## src/pkg/mph_pkg.sv

```systemverilog
// Shared constants and types for the motor preheat controller
package mph_pkg;
	// ========================================================
	// Activation source selection
	typedef enum logic [2:0] {
		MPH_SRC_NONE,
		MPH_SRC_CONT,
		MPH_SRC_TEMP,
		MPH_SRC_DIN,
		MPH_SRC_LINE
	} mph_src_t;

	// ========================================================
	// Widths
	localparam int TEMP_W     = 12;
	localparam int LEVEL_W    = 7;
	localparam int RESTART_W  = 10;
	localparam int PREHEAT_W  = 10;

	// ========================================================
	// Time base
	localparam int CLK_HZ          = 100_000_000;
	localparam int TICK_S          = 1;
	localparam int TICK_CYCLES     = CLK_HZ * TICK_S;
	localparam int SEC_PER_MIN     = 60;

	// ========================================================
	// Preheat current level, percent of nominal motor current
	localparam logic [LEVEL_W-1:0] LEVEL_RST = 7'h05;
	localparam logic [LEVEL_W-1:0] LEVEL_MIN = 7'h05;
	localparam logic [LEVEL_W-1:0] LEVEL_MAX = 7'h46;
endpackage

```

## src/hw/mph_delay_timer.sv

```systemverilog
// Down counter for one delay, stepped by a slow tick
`timescale 1ns/1ps
module mph_delay_timer #(
	parameter int W = 10
) (
	input  wire logic         mclk_in,
	input  wire logic         rst_in,
	input  wire logic         load_in,
	input  wire logic [W-1:0] value_in,
	input  wire logic         tick_in,
	output logic              done_out
);
	logic [W-1:0] count_r;
	logic [W-1:0] count_nxt;

	generate
		if (W < 1) begin : g_chk
			$error("mph_delay_timer: W must be at least 1");
		end
	endgenerate

	// ========================================================
	// Count
	assign count_nxt = load_in ? value_in :
		(tick_in && count_r != '0) ? count_r - W'(1) : count_r;

	always_ff @(posedge mclk_in) begin
		if (rst_in) begin
			count_r <= '0;
		end else begin
			count_r <= count_nxt;
		end
	end

	assign done_out = (count_r == '0) && !load_in;
endmodule

```

## src/hw/mph_ctrl.sv

```systemverilog
// Motor preheat controller: activation, delays and status
//
// Function
// Continuous mode preheats whenever the starter is ready.
// Temperature mode starts when ready and temperature below low threshold.
// Temperature mode ends above high threshold or on a Stop order.
// Input mode starts only while assigned input high and motor stopped.
// Preheat takes effect only after restart and preheat delays expire.
// Status shows preheat ordered, even while restart delay still runs.
// Continuous mode ends on a Stop order.
// Terminal stop in two-wire control cannot end preheating.
// Input mode ends on input low while ready, or Stop order.
// Preheat delay starts counting when the motor becomes stopped.
// Operator holds run input and assigned preheat input high to start.
// Input mode also ends on a Run order.
// Both delays run concurrently from the stop event, never added.
// Fieldbus master keeps Halt active to stay in operating state 5.
// Preheat current adjustable in percent of nominal, default five.
// Motor thermal monitoring suspended while preheating is active.
// Independent delay counters, restart on the second tick and preheat on the minute tick, reloaded on stop.
`timescale 1ns/1ps
module mph_ctrl #(
	parameter int TICK_CYCLES = mph_pkg::TICK_CYCLES
) (
	input  wire logic                          mclk_in,
	input  wire logic                          rst_in,
	input  wire logic [2:0]                    preheat_source_select_in,
	input  wire logic                          ready_in,
	input  wire logic                          motor_stopped_in,
	input  wire logic                          stop_order_in,
	input  wire logic                          run_order_in,
	input  wire logic                          two_wire_ctrl_in,
	input  wire logic                          terminal_stop_in,
	input  wire logic                          assigned_digital_input_in,
	input  wire logic                          line_channel_bit_in,
	input  wire logic signed [mph_pkg::TEMP_W-1:0] temp_meas_in,
	input  wire logic signed [mph_pkg::TEMP_W-1:0] temp_low_threshold_in,
	input  wire logic signed [mph_pkg::TEMP_W-1:0] temp_high_threshold_in,
	input  wire logic [mph_pkg::RESTART_W-1:0] restart_delay_in,
	input  wire logic [mph_pkg::PREHEAT_W-1:0] preheat_delay_in,
	input  wire logic [mph_pkg::LEVEL_W-1:0]   preheat_current_level_in,
	output logic                               preheat_active_status_out,
	output logic                               preheat_inject_out,
	output logic                               thermal_monitor_hold_out,
	output logic [mph_pkg::LEVEL_W-1:0]        preheat_current_level_out,
	output logic                               restart_delay_done_out,
	output logic                               preheat_delay_done_out
);
	localparam int TICK_W = $clog2(TICK_CYCLES + 1);
	localparam int MIN_W  = $clog2(mph_pkg::SEC_PER_MIN + 1);

	generate
		if (TICK_CYCLES < 1) begin : g_chk
			$error("mph_ctrl: TICK_CYCLES must be at least 1");
		end
	endgenerate

	// ========================================================
	// Pin synchronisers
	logic [1:0] din_sync_r;
	logic [1:0] tstop_sync_r;
	logic       din_lvl;
	logic       tstop_lvl;

	always_ff @(posedge mclk_in) begin
		if (rst_in) begin
			din_sync_r   <= 2'h0;
			tstop_sync_r <= 2'h0;
		end else begin
			din_sync_r   <= {din_sync_r[0], assigned_digital_input_in};
			tstop_sync_r <= {tstop_sync_r[0], terminal_stop_in};
		end
	end

	assign din_lvl   = din_sync_r[1];
	assign tstop_lvl = tstop_sync_r[1];

	// ========================================================
	// Slow time base: one second and one minute ticks
	logic [TICK_W-1:0] tick_cnt_r;
	logic [MIN_W-1:0]  min_cnt_r;
	logic              sec_tick;
	logic              min_tick;

	assign sec_tick = (tick_cnt_r == TICK_W'(TICK_CYCLES - 1));
	assign min_tick = sec_tick &&
		(min_cnt_r == MIN_W'(mph_pkg::SEC_PER_MIN - 1));

	always_ff @(posedge mclk_in) begin
		if (rst_in) begin
			tick_cnt_r <= '0;
			min_cnt_r  <= '0;
		end else begin
			tick_cnt_r <= sec_tick ? '0 : tick_cnt_r + TICK_W'(1);
			if (min_tick) begin
				min_cnt_r <= '0;
			end else if (sec_tick) begin
				min_cnt_r <= min_cnt_r + MIN_W'(1);
			end
		end
	end

	// ========================================================
	// Stop event and delays
	logic stopped_d_r;
	logic stop_event;
	logic restart_done;
	logic preheat_done;

	always_ff @(posedge mclk_in) begin
		if (rst_in) begin
			stopped_d_r <= 1'b1;
		end else begin
			stopped_d_r <= motor_stopped_in;
		end
	end

	// Both timers load on the same edge so the delays overlap
	assign stop_event = motor_stopped_in && !stopped_d_r;

	mph_delay_timer #(
		.W(mph_pkg::RESTART_W)
	) u_restart (
		.mclk_in  (mclk_in),
		.rst_in   (rst_in),
		.load_in  (stop_event),
		.value_in (restart_delay_in),
		.tick_in  (sec_tick),
		.done_out (restart_done)
	);

	mph_delay_timer #(
		.W(mph_pkg::PREHEAT_W)
	) u_preheat (
		.mclk_in  (mclk_in),
		.rst_in   (rst_in),
		.load_in  (stop_event),
		.value_in (preheat_delay_in),
		.tick_in  (min_tick),
		.done_out (preheat_done)
	);

	// ========================================================
	// Activation decode
	mph_pkg::mph_src_t src;
	logic              stop_any;
	logic              in_lvl;
	logic              is_input_mode;
	logic              temp_low;
	logic              temp_high;
	logic              start_req;
	logic              end_req;

	assign src = mph_pkg::mph_src_t'(preheat_source_select_in);

	// Terminal stop is ignored in two-wire: the run wire owns it
	assign stop_any = stop_order_in ||
		(tstop_lvl && !two_wire_ctrl_in);

	assign is_input_mode = (src == mph_pkg::MPH_SRC_DIN) ||
		(src == mph_pkg::MPH_SRC_LINE);
	// Line bit comes from local logic, no sync needed
	assign in_lvl = (src == mph_pkg::MPH_SRC_DIN) ? din_lvl :
		line_channel_bit_in;

	assign temp_low  = temp_meas_in < temp_low_threshold_in;
	assign temp_high = temp_meas_in > temp_high_threshold_in;

	always_comb begin
		start_req = 1'b0;
		end_req   = 1'b0;
		case (src)
			mph_pkg::MPH_SRC_CONT: begin
				start_req = ready_in;
				end_req   = stop_any;
			end
			mph_pkg::MPH_SRC_TEMP: begin
				start_req = ready_in && temp_low;
				end_req   = temp_high || stop_any;
			end
			mph_pkg::MPH_SRC_DIN,
			mph_pkg::MPH_SRC_LINE: begin
				start_req = in_lvl && motor_stopped_in;
				end_req   = (!in_lvl && ready_in) || stop_any ||
					run_order_in;
			end
			default: begin
				start_req = 1'b0;
				end_req   = 1'b1;
			end
		endcase
	end

	// ========================================================
	// Order latch
	// A Stop order blocks restart until the start cause drops away,
	// otherwise continuous mode would rearm on the very next cycle.
	// A Run in input mode blocks too, or a held input would rearm.
	logic ordered_r;
	logic ordered_nxt;
	logic blocked_r;
	logic blocked_nxt;
	logic run_end;

	assign run_end = is_input_mode && run_order_in;
	assign ordered_nxt = end_req ? 1'b0 :
		(start_req && !blocked_r) ? 1'b1 : ordered_r;
	assign blocked_nxt = (stop_any || run_end) ? 1'b1 :
		!start_req ? 1'b0 : blocked_r;

	always_ff @(posedge mclk_in) begin
		if (rst_in) begin
			ordered_r <= 1'b0;
			blocked_r <= 1'b0;
		end else begin
			ordered_r <= ordered_nxt;
			blocked_r <= blocked_nxt;
		end
	end

	// ========================================================
	// Outputs
	logic inject_nxt;
	logic [mph_pkg::LEVEL_W-1:0] level_nxt;

	// Input mode needs standstill; other modes trust the delays
	assign inject_nxt = ordered_r && restart_done && preheat_done &&
		(motor_stopped_in || !is_input_mode);

	assign level_nxt =
		(preheat_current_level_in < mph_pkg::LEVEL_MIN) ?
			mph_pkg::LEVEL_MIN :
		(preheat_current_level_in > mph_pkg::LEVEL_MAX) ?
			mph_pkg::LEVEL_MAX : preheat_current_level_in;

	always_ff @(posedge mclk_in) begin
		if (rst_in) begin
			preheat_active_status_out <= 1'b0;
			preheat_inject_out        <= 1'b0;
			thermal_monitor_hold_out  <= 1'b0;
			preheat_current_level_out <= mph_pkg::LEVEL_RST;
			restart_delay_done_out    <= 1'b1;
			preheat_delay_done_out    <= 1'b1;
		end else begin
			preheat_active_status_out <= ordered_r;
			preheat_inject_out        <= inject_nxt;
			thermal_monitor_hold_out  <= inject_nxt;
			preheat_current_level_out <= level_nxt;
			restart_delay_done_out    <= restart_done;
			preheat_delay_done_out    <= preheat_done;
		end
	end
endmodule

```

## config.mk

```make
export PLATFORM = sky130hd
export DESIGN_NAME = mph_ctrl
export DESIGN_NICKNAME = d
export VERILOG_FILES = /design/src/pkg/mph_pkg.sv /design/src/hw/mph_delay_timer.sv /design/src/hw/mph_ctrl.sv
export SDC_FILE = /design/constraint.sdc
export NUM_CORES = 1
export LEC_CHECK = 0
export BUFFER_PORTS_ARGS = -buffer_cell sky130_fd_sc_hd__clkbuf_2
export CAP_MARGIN = 5
export CORE_AREA = 8 8 107 109
export CTS_CLUSTER_DIAMETER = 100
export DETAILED_ROUTE_END_ITERATION = 7
export DIE_AREA = 0 0 115 117
export HOLD_SLACK_MARGIN = 0.12
export PLACE_DENSITY_LB_ADDON = 0.08
export SLEW_MARGIN = 0
export SYNTH_ARGS = -nofsm -noshare
export SYNTH_HDL_FRONTEND = slang
export SYNTH_SLANG_ARGS = --single-unit
```

## constraint.sdc

```tcl
create_clock -name mclk_in -period 1.9 [get_ports mclk_in]
set_input_delay 0.095 -clock mclk_in [delete_from_list [all_inputs] [get_ports mclk_in]]
set_output_delay 0.095 -clock mclk_in [all_outputs]
set_load 0.01 [all_outputs]
```

# == After elaboration in Yosys (flattened, before gate mapping) ==
# Index checks and enable logic that the tools add are counted.
# classes
muxes,10
n_div,0
order_cmp,4
shift,0
bitwise_logic,0
multipliers,0
n_reduce_logical,40
addsub,4
eq_ne,7
# op_table
cell,count
$mux 10,4
$add 27x1->27 const B,1
$eq 27x27->1 const B,1
$logic_not 10->1,2
$reduce_bool 10->1,2
$sub 10x1->10 const B,2
$logic_and 1x1->1,15
$gt 12x12->1,1
$lt 12x12->1,1
$reduce_or 2->1,5
$gt 7x7->1 const B,1
$logic_or 1x1->1,7
$lt 7x3->1 const B,1
$mux 7,1
$add 6x1->6 const B,1
$eq 3x2->1 const B,2
$eq 6x6->1 const B,1
$logic_not 1->1,6
$pmux 1 s3,2
$reduce_bool 2->1,2
$eq 3x1->1 const B,1
$eq 3x3->1 const B,1
$mux 1,3
$reduce_or 3->1,1
$ne 2x1->1 const B,1
# word_totals
latchBits,0
ram_bits,0
rom_bits,0
in_bits,76
wordCells,80
ff_bits,71
output_inout_bits,12
memories,0

# == Longest topological paths before layout ==
# Gate-level depths: netlist of run 1.
# logic_depth
depth_word,8
mapped_depth,10
mapped_depth_nobuf,8

# == By module ==
# From an unflattened synthesis of run 1, not the netlist that was laid out.
# unflattened
cells_unflattened,482
area_unflattened_um2,4096.4
# by_module_without_submodules
mod,cells_per_inst,area_each_um2,seq_area_each_um2,instances
mph_ctrl,334,2837.7,1021.0,1
mph_delay_timer,74,629.4,200.2,2

# == Worst setup path before layout of run 1 ==
# OpenSTA, ideal clock, no wires.
# synth_path
path_type,reg-to-reg
start,register tick_cnt_r[0]
end,register tick_cnt_r[26]
synth_period_minus_slack_ns,2.060
t_arrival_ns,1.946
required_time_ns,1.785
setup_time_ns,0.115
setup_slack_ns,-0.160
path_buffers,4
path_stages_with_launch,11
path_cell_list,dfxtp_1 > ha_1 > nand2_1 > or3_1 > buf_6 > or3_1 > buf_2 > nand2b_1 > buf_4 > buf_4 > nor2_1
# synth_via
elab_chain_len,2
elab_cells_between_ends,3
cone_classes,add/sub (1); eq/ne (1); reduce/logical (1)
# synth_lines
item,line_no,rtl
start: declaration,mph_ctrl.sv:80,logic [TICK_W-1:0] tick_cnt_r;
start signal: assignment,mph_ctrl.sv:94,tick_cnt_r <= sec_tick ? '0 : tick_cnt_r + TICK_W'(1);
"parallel branches: the longest is 2 deep, another holds $add 27x1->27",n/a,
# Parallel ways; which one is timed is not known.
# A chain may end at the register's enable or synchronous reset.

# == Worst setup path in the final report of run 1 ==
# layout_path
start,register u_preheat.count_r[3]
end,register u_preheat.count_r[8]
# layout_via
elab_chain_len,3
elab_cells_between_ends,6
cone_classes,add/sub (1); mux (2); reduce/logical (3)
# layout_lines
item,line_no,rtl
start: declaration,mph_delay_timer.sv:13,logic [W-1:0] count_r;
start signal: assignment,mph_delay_timer.sv:31,count_r <= count_nxt;
$sub 10x1->10 / $reduce_bool 10->1 (equally long branches),mph_delay_timer.sv:25,(tick_in && count_r != '0) ? count_r - W'(1) : count_r;
$mux 10 / $logic_and 1x1->1 (equally long branches),mph_delay_timer.sv:25,
$mux 10 / $reduce_bool 2->1 (equally long branches),n/a,
# Parallel ways exist; a longest one is shown, timed or not. The select of a mux whose other input is x is not followed.

==> results of run 1 <==
[worst register-to-register path, cell delays in order (launching register included)]
cell and delay (ns):
dfxtp_1 0.32, or4_4 0.56, nor4_4 0.25, nand3b_1 0.15
buf_4 0.19, nand4_1 0.10, xor2_1 0.07, a211oi_1 0.21
[where the power goes]
group / switching, mW / internal (mW)
combinational: 0.333 / 0.379
sequential: 0.0330 / 1.53
clock: 0.609 / 0.743
[flip-flops by register name, summed over array words and instances, names as in the netlist]
name	cells
u_preheat.count_r	10
blocked_r	1
ordered_r	1
thermal_monitor_hold_out	1
u_restart.count_r	10
stopped_d_r	1
preheat_delay_done_out	1
min_cnt_r	6
tick_cnt_r	27
restart_delay_done_out	1
tstop_sync_r	2
preheat_current_level_out	7
din_sync_r	2
preheat_active_status_out	1
[layout by cell type (no fill, tap or decap), types with 11 or more instances in the layout]
cell            n
buf_6          12
a21oi_1        22
nor2_1         63
clkbuf_2       87
dlygate4sd3_1  31
nor3_1         11
ha_1           25
dfxtp_1        60
xnor2_1        11
nand4_1        16
dfxtp_2        11
buf_4          75
inv_1          37
nand2_1        29
xor2_1         26
nand3_1        15
[metrics by stage]
stage / setup WS [ns] / TNS [ns]
2_1_floorplan: -0.0524 / -1.02
3_3_place_gp: -0.0987 / -2.23
3_5_place_dp: -0.124 / -3.69
4_1_cts: -0.0206 / -0.0323
5_1_grt: -0.171 / -2.33
6_report: -0.0321 / -0.196
[what timing repair did]
| action | CTS | global route |
|---|---|---|
| hold buffers | 31 | 0 |
| hold endpoints to repair | 32 | 0 |
| resized for setup | 21 | 51 |
| setup buffers | 7 | 10 |
| pin swaps | 10 | 28 |
| setup endpoints to repair | 50 | 32 |
| gates cloned | 0 | 1 |
[metal layers]
metal / part of all wire, % / vias to the layer above
li1: - / 2085
met1: 43 / 1861
met2: 51 / 65
met3: 5.5 / 8
met4: 0.95 / 0
met5: 0 / -
[worst max-delay path by stage]
stage / to
3_3_place_gp: u_restart.count_r[8]$_SDFFE_PP0P_
6_report: u_preheat.count_r[8]$_SDFFE_PP0P_
5_1_grt: u_preheat.count_r[8]$_SDFFE_PP0P_
4_1_cts: u_restart.count_r[4]$_SDFFE_PP0P_
3_5_place_dp: u_restart.count_r[8]$_SDFFE_PP0P_
2_1_floorplan: tick_cnt_r[26]$_SDFF_PP0_
[kinds of logic (layout without fill, tap and decap cells)]
group | Yosys count | after routing | share of synthesized area (%)
AND/OR/NAND/NOR | 205 | 205 | 27.0
flip-flops | 71 | 71 | 35.3
multiplexers | 3 | 3 | 0.776
XOR/XNOR | 38 | 38 | 8.26
buffers and inverters | 58 | 261 | 7.39
adder cells (fa/ha/maj) | 28 | 28 | 8.63
AO/OA/AOI/OAI | 80 | 80 | 12.7
[cell type report]
type	instances	area share [%]
Clock inverter	7	1.57
Inverter	39	2.42
Timing Repair Buffer	206	24.2
Sequential cell	71	23.8
Tap cell	136	2.82
Clock buffer	9	2.05
Multi-Input combinational cell	354	43.2
==> results.cfg, run 1 <==
[setup_path]
path_buf_inv = 1
ff2ff_path_depth = 7
crit_start = u_preheat.count_r[3]$_SDFFE_PP0P_
crit_slowest_cell = or4_4
cp_max_fo = 6
worst-path-stages = 7
reg2reg_from = u_preheat.count_r[3]$_SDFFE_PP0P_
cp.required_ns = 2.17
arrival_ns = 2.20
slowest_delay_ns = 0.56
startpoint_type = register
cpLargestDelayFamily = simple AND/OR/NAND/NOR gates
cp_cell_sequence = or4_4 -> nor4_4 -> nand3b_1 -> buf_4 -> nand4_1 -> xor2_1 -> a211oi_1
r2r-end = u_preheat.count_r[8]$_SDFFE_PP0P_
endpoint_kind = register
worstSetupPathType = register to register
r2r_slack_ns = -0.03

[logic_synthesis]
yosys.cell_count.top_type = dfxtp_1
avgSynthCellArea_um2 = 8.34
synth_edf_count = 0
yosys.area.top_type = dfxtp_1
yosys_most_used_dff = dfxtp_1
netlist.area_leader.share_pct = 35.3
synth.top_cells.by_count = 71 x dfxtp_1, 63 x nor2_1, 39 x inv_1
synthesis.nets = 586
ys_warn_count = 0
synth-seq-cells = 71
synth_area_mm2 = 0.00403
synth_cell_types = 60
async_flop_share_pct = 0
syn_inst = 483
ys_seq_area_share_pct = 35.3
synthTopCellsByArea = dfxtp_1 35%, ha_1 8.4%, nor2_1 5.9%

[cts]
cts.sinks = 71
root_buffer = clkbuf_8
path_clk_slew_ns = 0.08
htree_levels = 3
cts_tree = done
clock_latency_ns = 0.36
cts_made_buffers = 9
clock_path_buffers = 2

[cells_and_area]
area_delta_synth_final_pct = 50.0
layout.cells.non_filler = 822
num_antenna_cells = 0
seq_area_mm2 = 0.00144
multi_input_area_mm2 = 0.00261
num-nets-final = 784
drive_above_1_share_pct = 37.8
stdcell_area_mm2 = 0.00604
final_core_util_pct = 61.0
fillers = 887

[routing]
viasPerCell = 4.89
drt_iter0_markers = 164
via_count = 4019
drt-pass1-iter-count = 4
drtAntennaViolNets = 0
wl_per_cell_um = 13.3
wirelength_um = 10900
drc = 0

[grt]
antenna_found_initial = 0
use_met2_pct = 29.5
use_met1_pct = 18.6
grt-ovfl-total = 0
grt_pass1_vias = 3937
grt_start_max_net_pins = 26
gr-usage-all-layers_pct = 16.6
grt_busiest_layer = met2
grt_pass1_wl_um = 17900
met3_usage_pct = 5.13

[floorplan]
io_pins = 88
dieArea_mm2 = 0.0135
core_mm2 = 0.00991
initial_utilization_pct = 40.7
die_x_um = 115
rows = 37
die_height_um = 117

[job]
maxCapViolCount = 0

[placement]
io_buffers = 87
gp_congestion = 0.796
place_area_mm2 = 0.00506
placed_cells = 757
dpl.hpwl_um = 7730

[sta]
hold_violations = 0
tightestPinTransition_ns = 0.531
min_period_ns = 1.93
fmax_mhz = 518
slew_viol_final = 0
finClkSkew_ns = 0.00933
fin_ws_ns = -0.0321
rsz0062_at_grt = true
setup_viol = 13
whs_ns = 0.157
fin_crit_sh_pct = 102
relSlewSlack_pct = 64.5

[worst_hold_path]
whs_endpoint = ordered_r$_SDFFE_PP0P_
worstHoldPathCells = 4
min-delay-start = ready_in
hold_path_class = primary input to register

[status]
status = finished, violations left
failed_checks = negative setup slack

[pwr]
p_leak_nw = 2.70
p_per_area_mw_per_mm2 = 601
finalPower_mw = 3.63
peakVddDrop_mv = 0.405
Note: power is estimated with default switching activity, not from simulation.
==> run 2: changes to the inputs <==
--- a/config.mk
+++ b/config.mk
@@ -7,10 +7,10 @@
 export LEC_CHECK = 0
 export BUFFER_PORTS_ARGS = -buffer_cell sky130_fd_sc_hd__clkbuf_2
 export CAP_MARGIN = 5
-export CORE_AREA = 8 8 107 109
+export CORE_AREA = 8 8 148 81
 export CTS_CLUSTER_DIAMETER = 100
 export DETAILED_ROUTE_END_ITERATION = 7
-export DIE_AREA = 0 0 115 117
+export DIE_AREA = 0 0 156 89
 export HOLD_SLACK_MARGIN = 0.12
 export PLACE_DENSITY_LB_ADDON = 0.08
 export SLEW_MARGIN = 0
==> constraint.sdc (replaced) <==
create_clock -name mclk_in -period 2.1 [get_ports mclk_in]
set_input_delay 0.105 -clock mclk_in [delete_from_list [all_inputs] [get_ports mclk_in]]
set_output_delay 0.105 -clock mclk_in [all_outputs]
set_load 0.01 [all_outputs]
==> results.cfg, run 2 (same netlist as run 1, synthesis figures left out) <==
[sta]
setup_viol = 0
fin_crit_sh_pct = 95.2
rsz0062_at_grt = true
tightestPinTransition_ns = 0.552
min_period_ns = 2.00
slew_viol_final = 0
relSlewSlack_pct = 62.9
finClkSkew_ns = 0.00688
fin_setup_tns_ns = 0
fmax_mhz = 500
hold_violations = 0
whs_ns = 0.129

[routing]
drc = 0
wl_per_cell_um = 14.1
drtAntennaViolNets = 0
via_count = 3775
drt_iter0_markers = 121
wirelength_um = 10900
drt-pass1-iter-count = 4
viasPerCell = 4.89

[grt]
use_met2_pct = 22.6
grt_busiest_layer = met1
gr-usage-all-layers_pct = 16.0
grt_pass1_vias = 3665
met3_usage_pct = 5.02
use_met1_pct = 22.9
grt-ovfl-total = 0
antenna_found_initial = 0
grt_start_max_net_pins = 26
grt_pass1_wl_um = 17900

[cells_and_area]
largest_reg_flops = 27
layout.cells.non_filler = 772
num_antenna_cells = 0
final_cell_mix = 87 x clkbuf_2, 67 x dfxtp_1, 63 x nor2_1
num-nets-final = 730
fillers = 919
seq_area_mm2 = 0.00143
final_common_cell = clkbuf_2
drive_above_1_share_pct = 28.5
regMostFlops = tick_cnt_r
multi_input_area_mm2 = 0.00243
area_delta_synth_final_pct = 36.0
reg_top3 = tick_cnt_r: 27 flops, u_preheat.count_r: 10 flops, u_restart.count_r: 10 flops

[setup_path]
worstSetupPathType = register to register
arrival_ns = 2.26
startpoint_type = register
reg2reg_from = tick_cnt_r[0]$_SDFF_PP0_
crit_start = tick_cnt_r[0]$_SDFF_PP0_
cp.required_ns = 2.37
crit_slowest_cell = or3_1
cp_max_fo = 6
endpoint_kind = register
cp_cell_sequence = ha_4 -> nand2_1 -> buf_4 -> nor4_4 -> buf_4 -> nand4_1 -> or3_1 -> a21oi_2
path_common_cell = buf_4
r2r_slack_ns = 0.10
slowest_delay_ns = 0.43

[placement]
placed_cells = 725
gp_congestion = 0.816
dpl.hpwl_um = 8060
io_buffers = 87

[floorplan]
core_mm2 = 0.00986
initial_utilization_pct = 40.9
die_x_um = 156
dieArea_mm2 = 0.0139
io_pins = 88
die_height_um = 89
rows = 26

[cts]
clock_latency_ns = 0.33
cts_made_buffers = 9
clock_path_buffers = 2
htree_levels = 3
cts_tree = done
cts.sinks = 71
path_clk_slew_ns = 0.05
root_buffer = clkbuf_16

[pwr]
peakVddDrop_mv = 0.389
pwr-share-clk_pct = 43.1
internal-power_mw = 2.56
p_per_area_mw_per_mm2 = 622
swShare_pct = 24.8
p_switching_mw = 0.847
p_leak_nw = 2.42
combinationalPowerShare_pct = 15.2
seqPwrFrac_pct = 41.7

[status]
status = finished clean

[worst_hold_path]
hold_path_class = primary input to register
min-delay-start = restart_delay_in[7]

[job]
maxCapViolCount = 0
-- run 2: changes by cell type in the layout (fill, tap and decap cells not counted), moves of 5 or more --
cell       before  now
clkbuf_8        9    0
buf_4          75   36
dfxtp_1        60   67
nor4_1          2    7
clkbuf_16       0    9
dfxtp_2        11    4
buf_6          12    1
-- run 2: cell type report --
class,count,area share [%]
multi-input combinational,354,44.4
sequential,71,26.0
timing repair buffer,152,18.4
clock buffer,10,4.18
tap,140,3.20
inverter,39,2.67
clock inverter,6,1.12
-- run 2: worst paths after layout --
| kind | to | depth (start not counted) |
|---|---|---|
| worst max register to register | tick_cnt_r[24]$_SDFF_PP0_ | 8 |
| worst min-delay path | u_restart.count_r[7]$_SDFFE_PP0P_ | 4 |
| worst min register to register | din_sync_r[1]$_SDFF_PP0_ | 1 |
| worst max-delay path | tick_cnt_r[24]$_SDFF_PP0_ | 8 |
-- run 2: power by group through the flow --
stage	Combinational, mW	Sequential (mW)	Clock, mW
floorplan	0.266	1.45	0
global placement	0.448	1.44	0
detailed placement	0.456	1.44	0
CTS	0.501	1.41	1.51
global route	0.585	1.42	1.58
finish	0.519	1.42	1.47
-- run 2: worst max-delay path, delay by kind of cell, from the launching register on --
family                     cells  cell delay (ns)
DFF                            1             0.35
buffers and inverters          2             0.33
AOI/OAI and AO/OA              1             0.11
and+or+nand+nor                4             1.00
adders and majority gates      1             0.13
-- run 2: metal layers --
metal	wire, um	up-vias
met1	5830	1687
met2	4110	96
li1	-	1981
met4	83	0
met5	0	-
met3	827	11
-- run 2: what timing repair did --
action / 4_1_cts / 5_1_grt
hold endpoints to repair: 26 / 0
setup endpoints to repair: 32 / 44
resized for setup: 4 / 27
buffers inserted: 0 / 4
pin swaps: 0 / 7
hold buffers: 27 / 0
-- run 2: metrics by stage --
step	setup slack [ns]	utilization [%]	power (mW)	area [um2]
finish	0.102	55.6	3.41	5480
global route	-0.0314	55.6	3.59	5480
detailed placement	-0.0276	48.2	1.90	4760
CTS	-0.00703	54.1	3.42	5330
global placement	0.0392	48.2	1.89	4760
floorplan	0.0398	-	1.71	4030
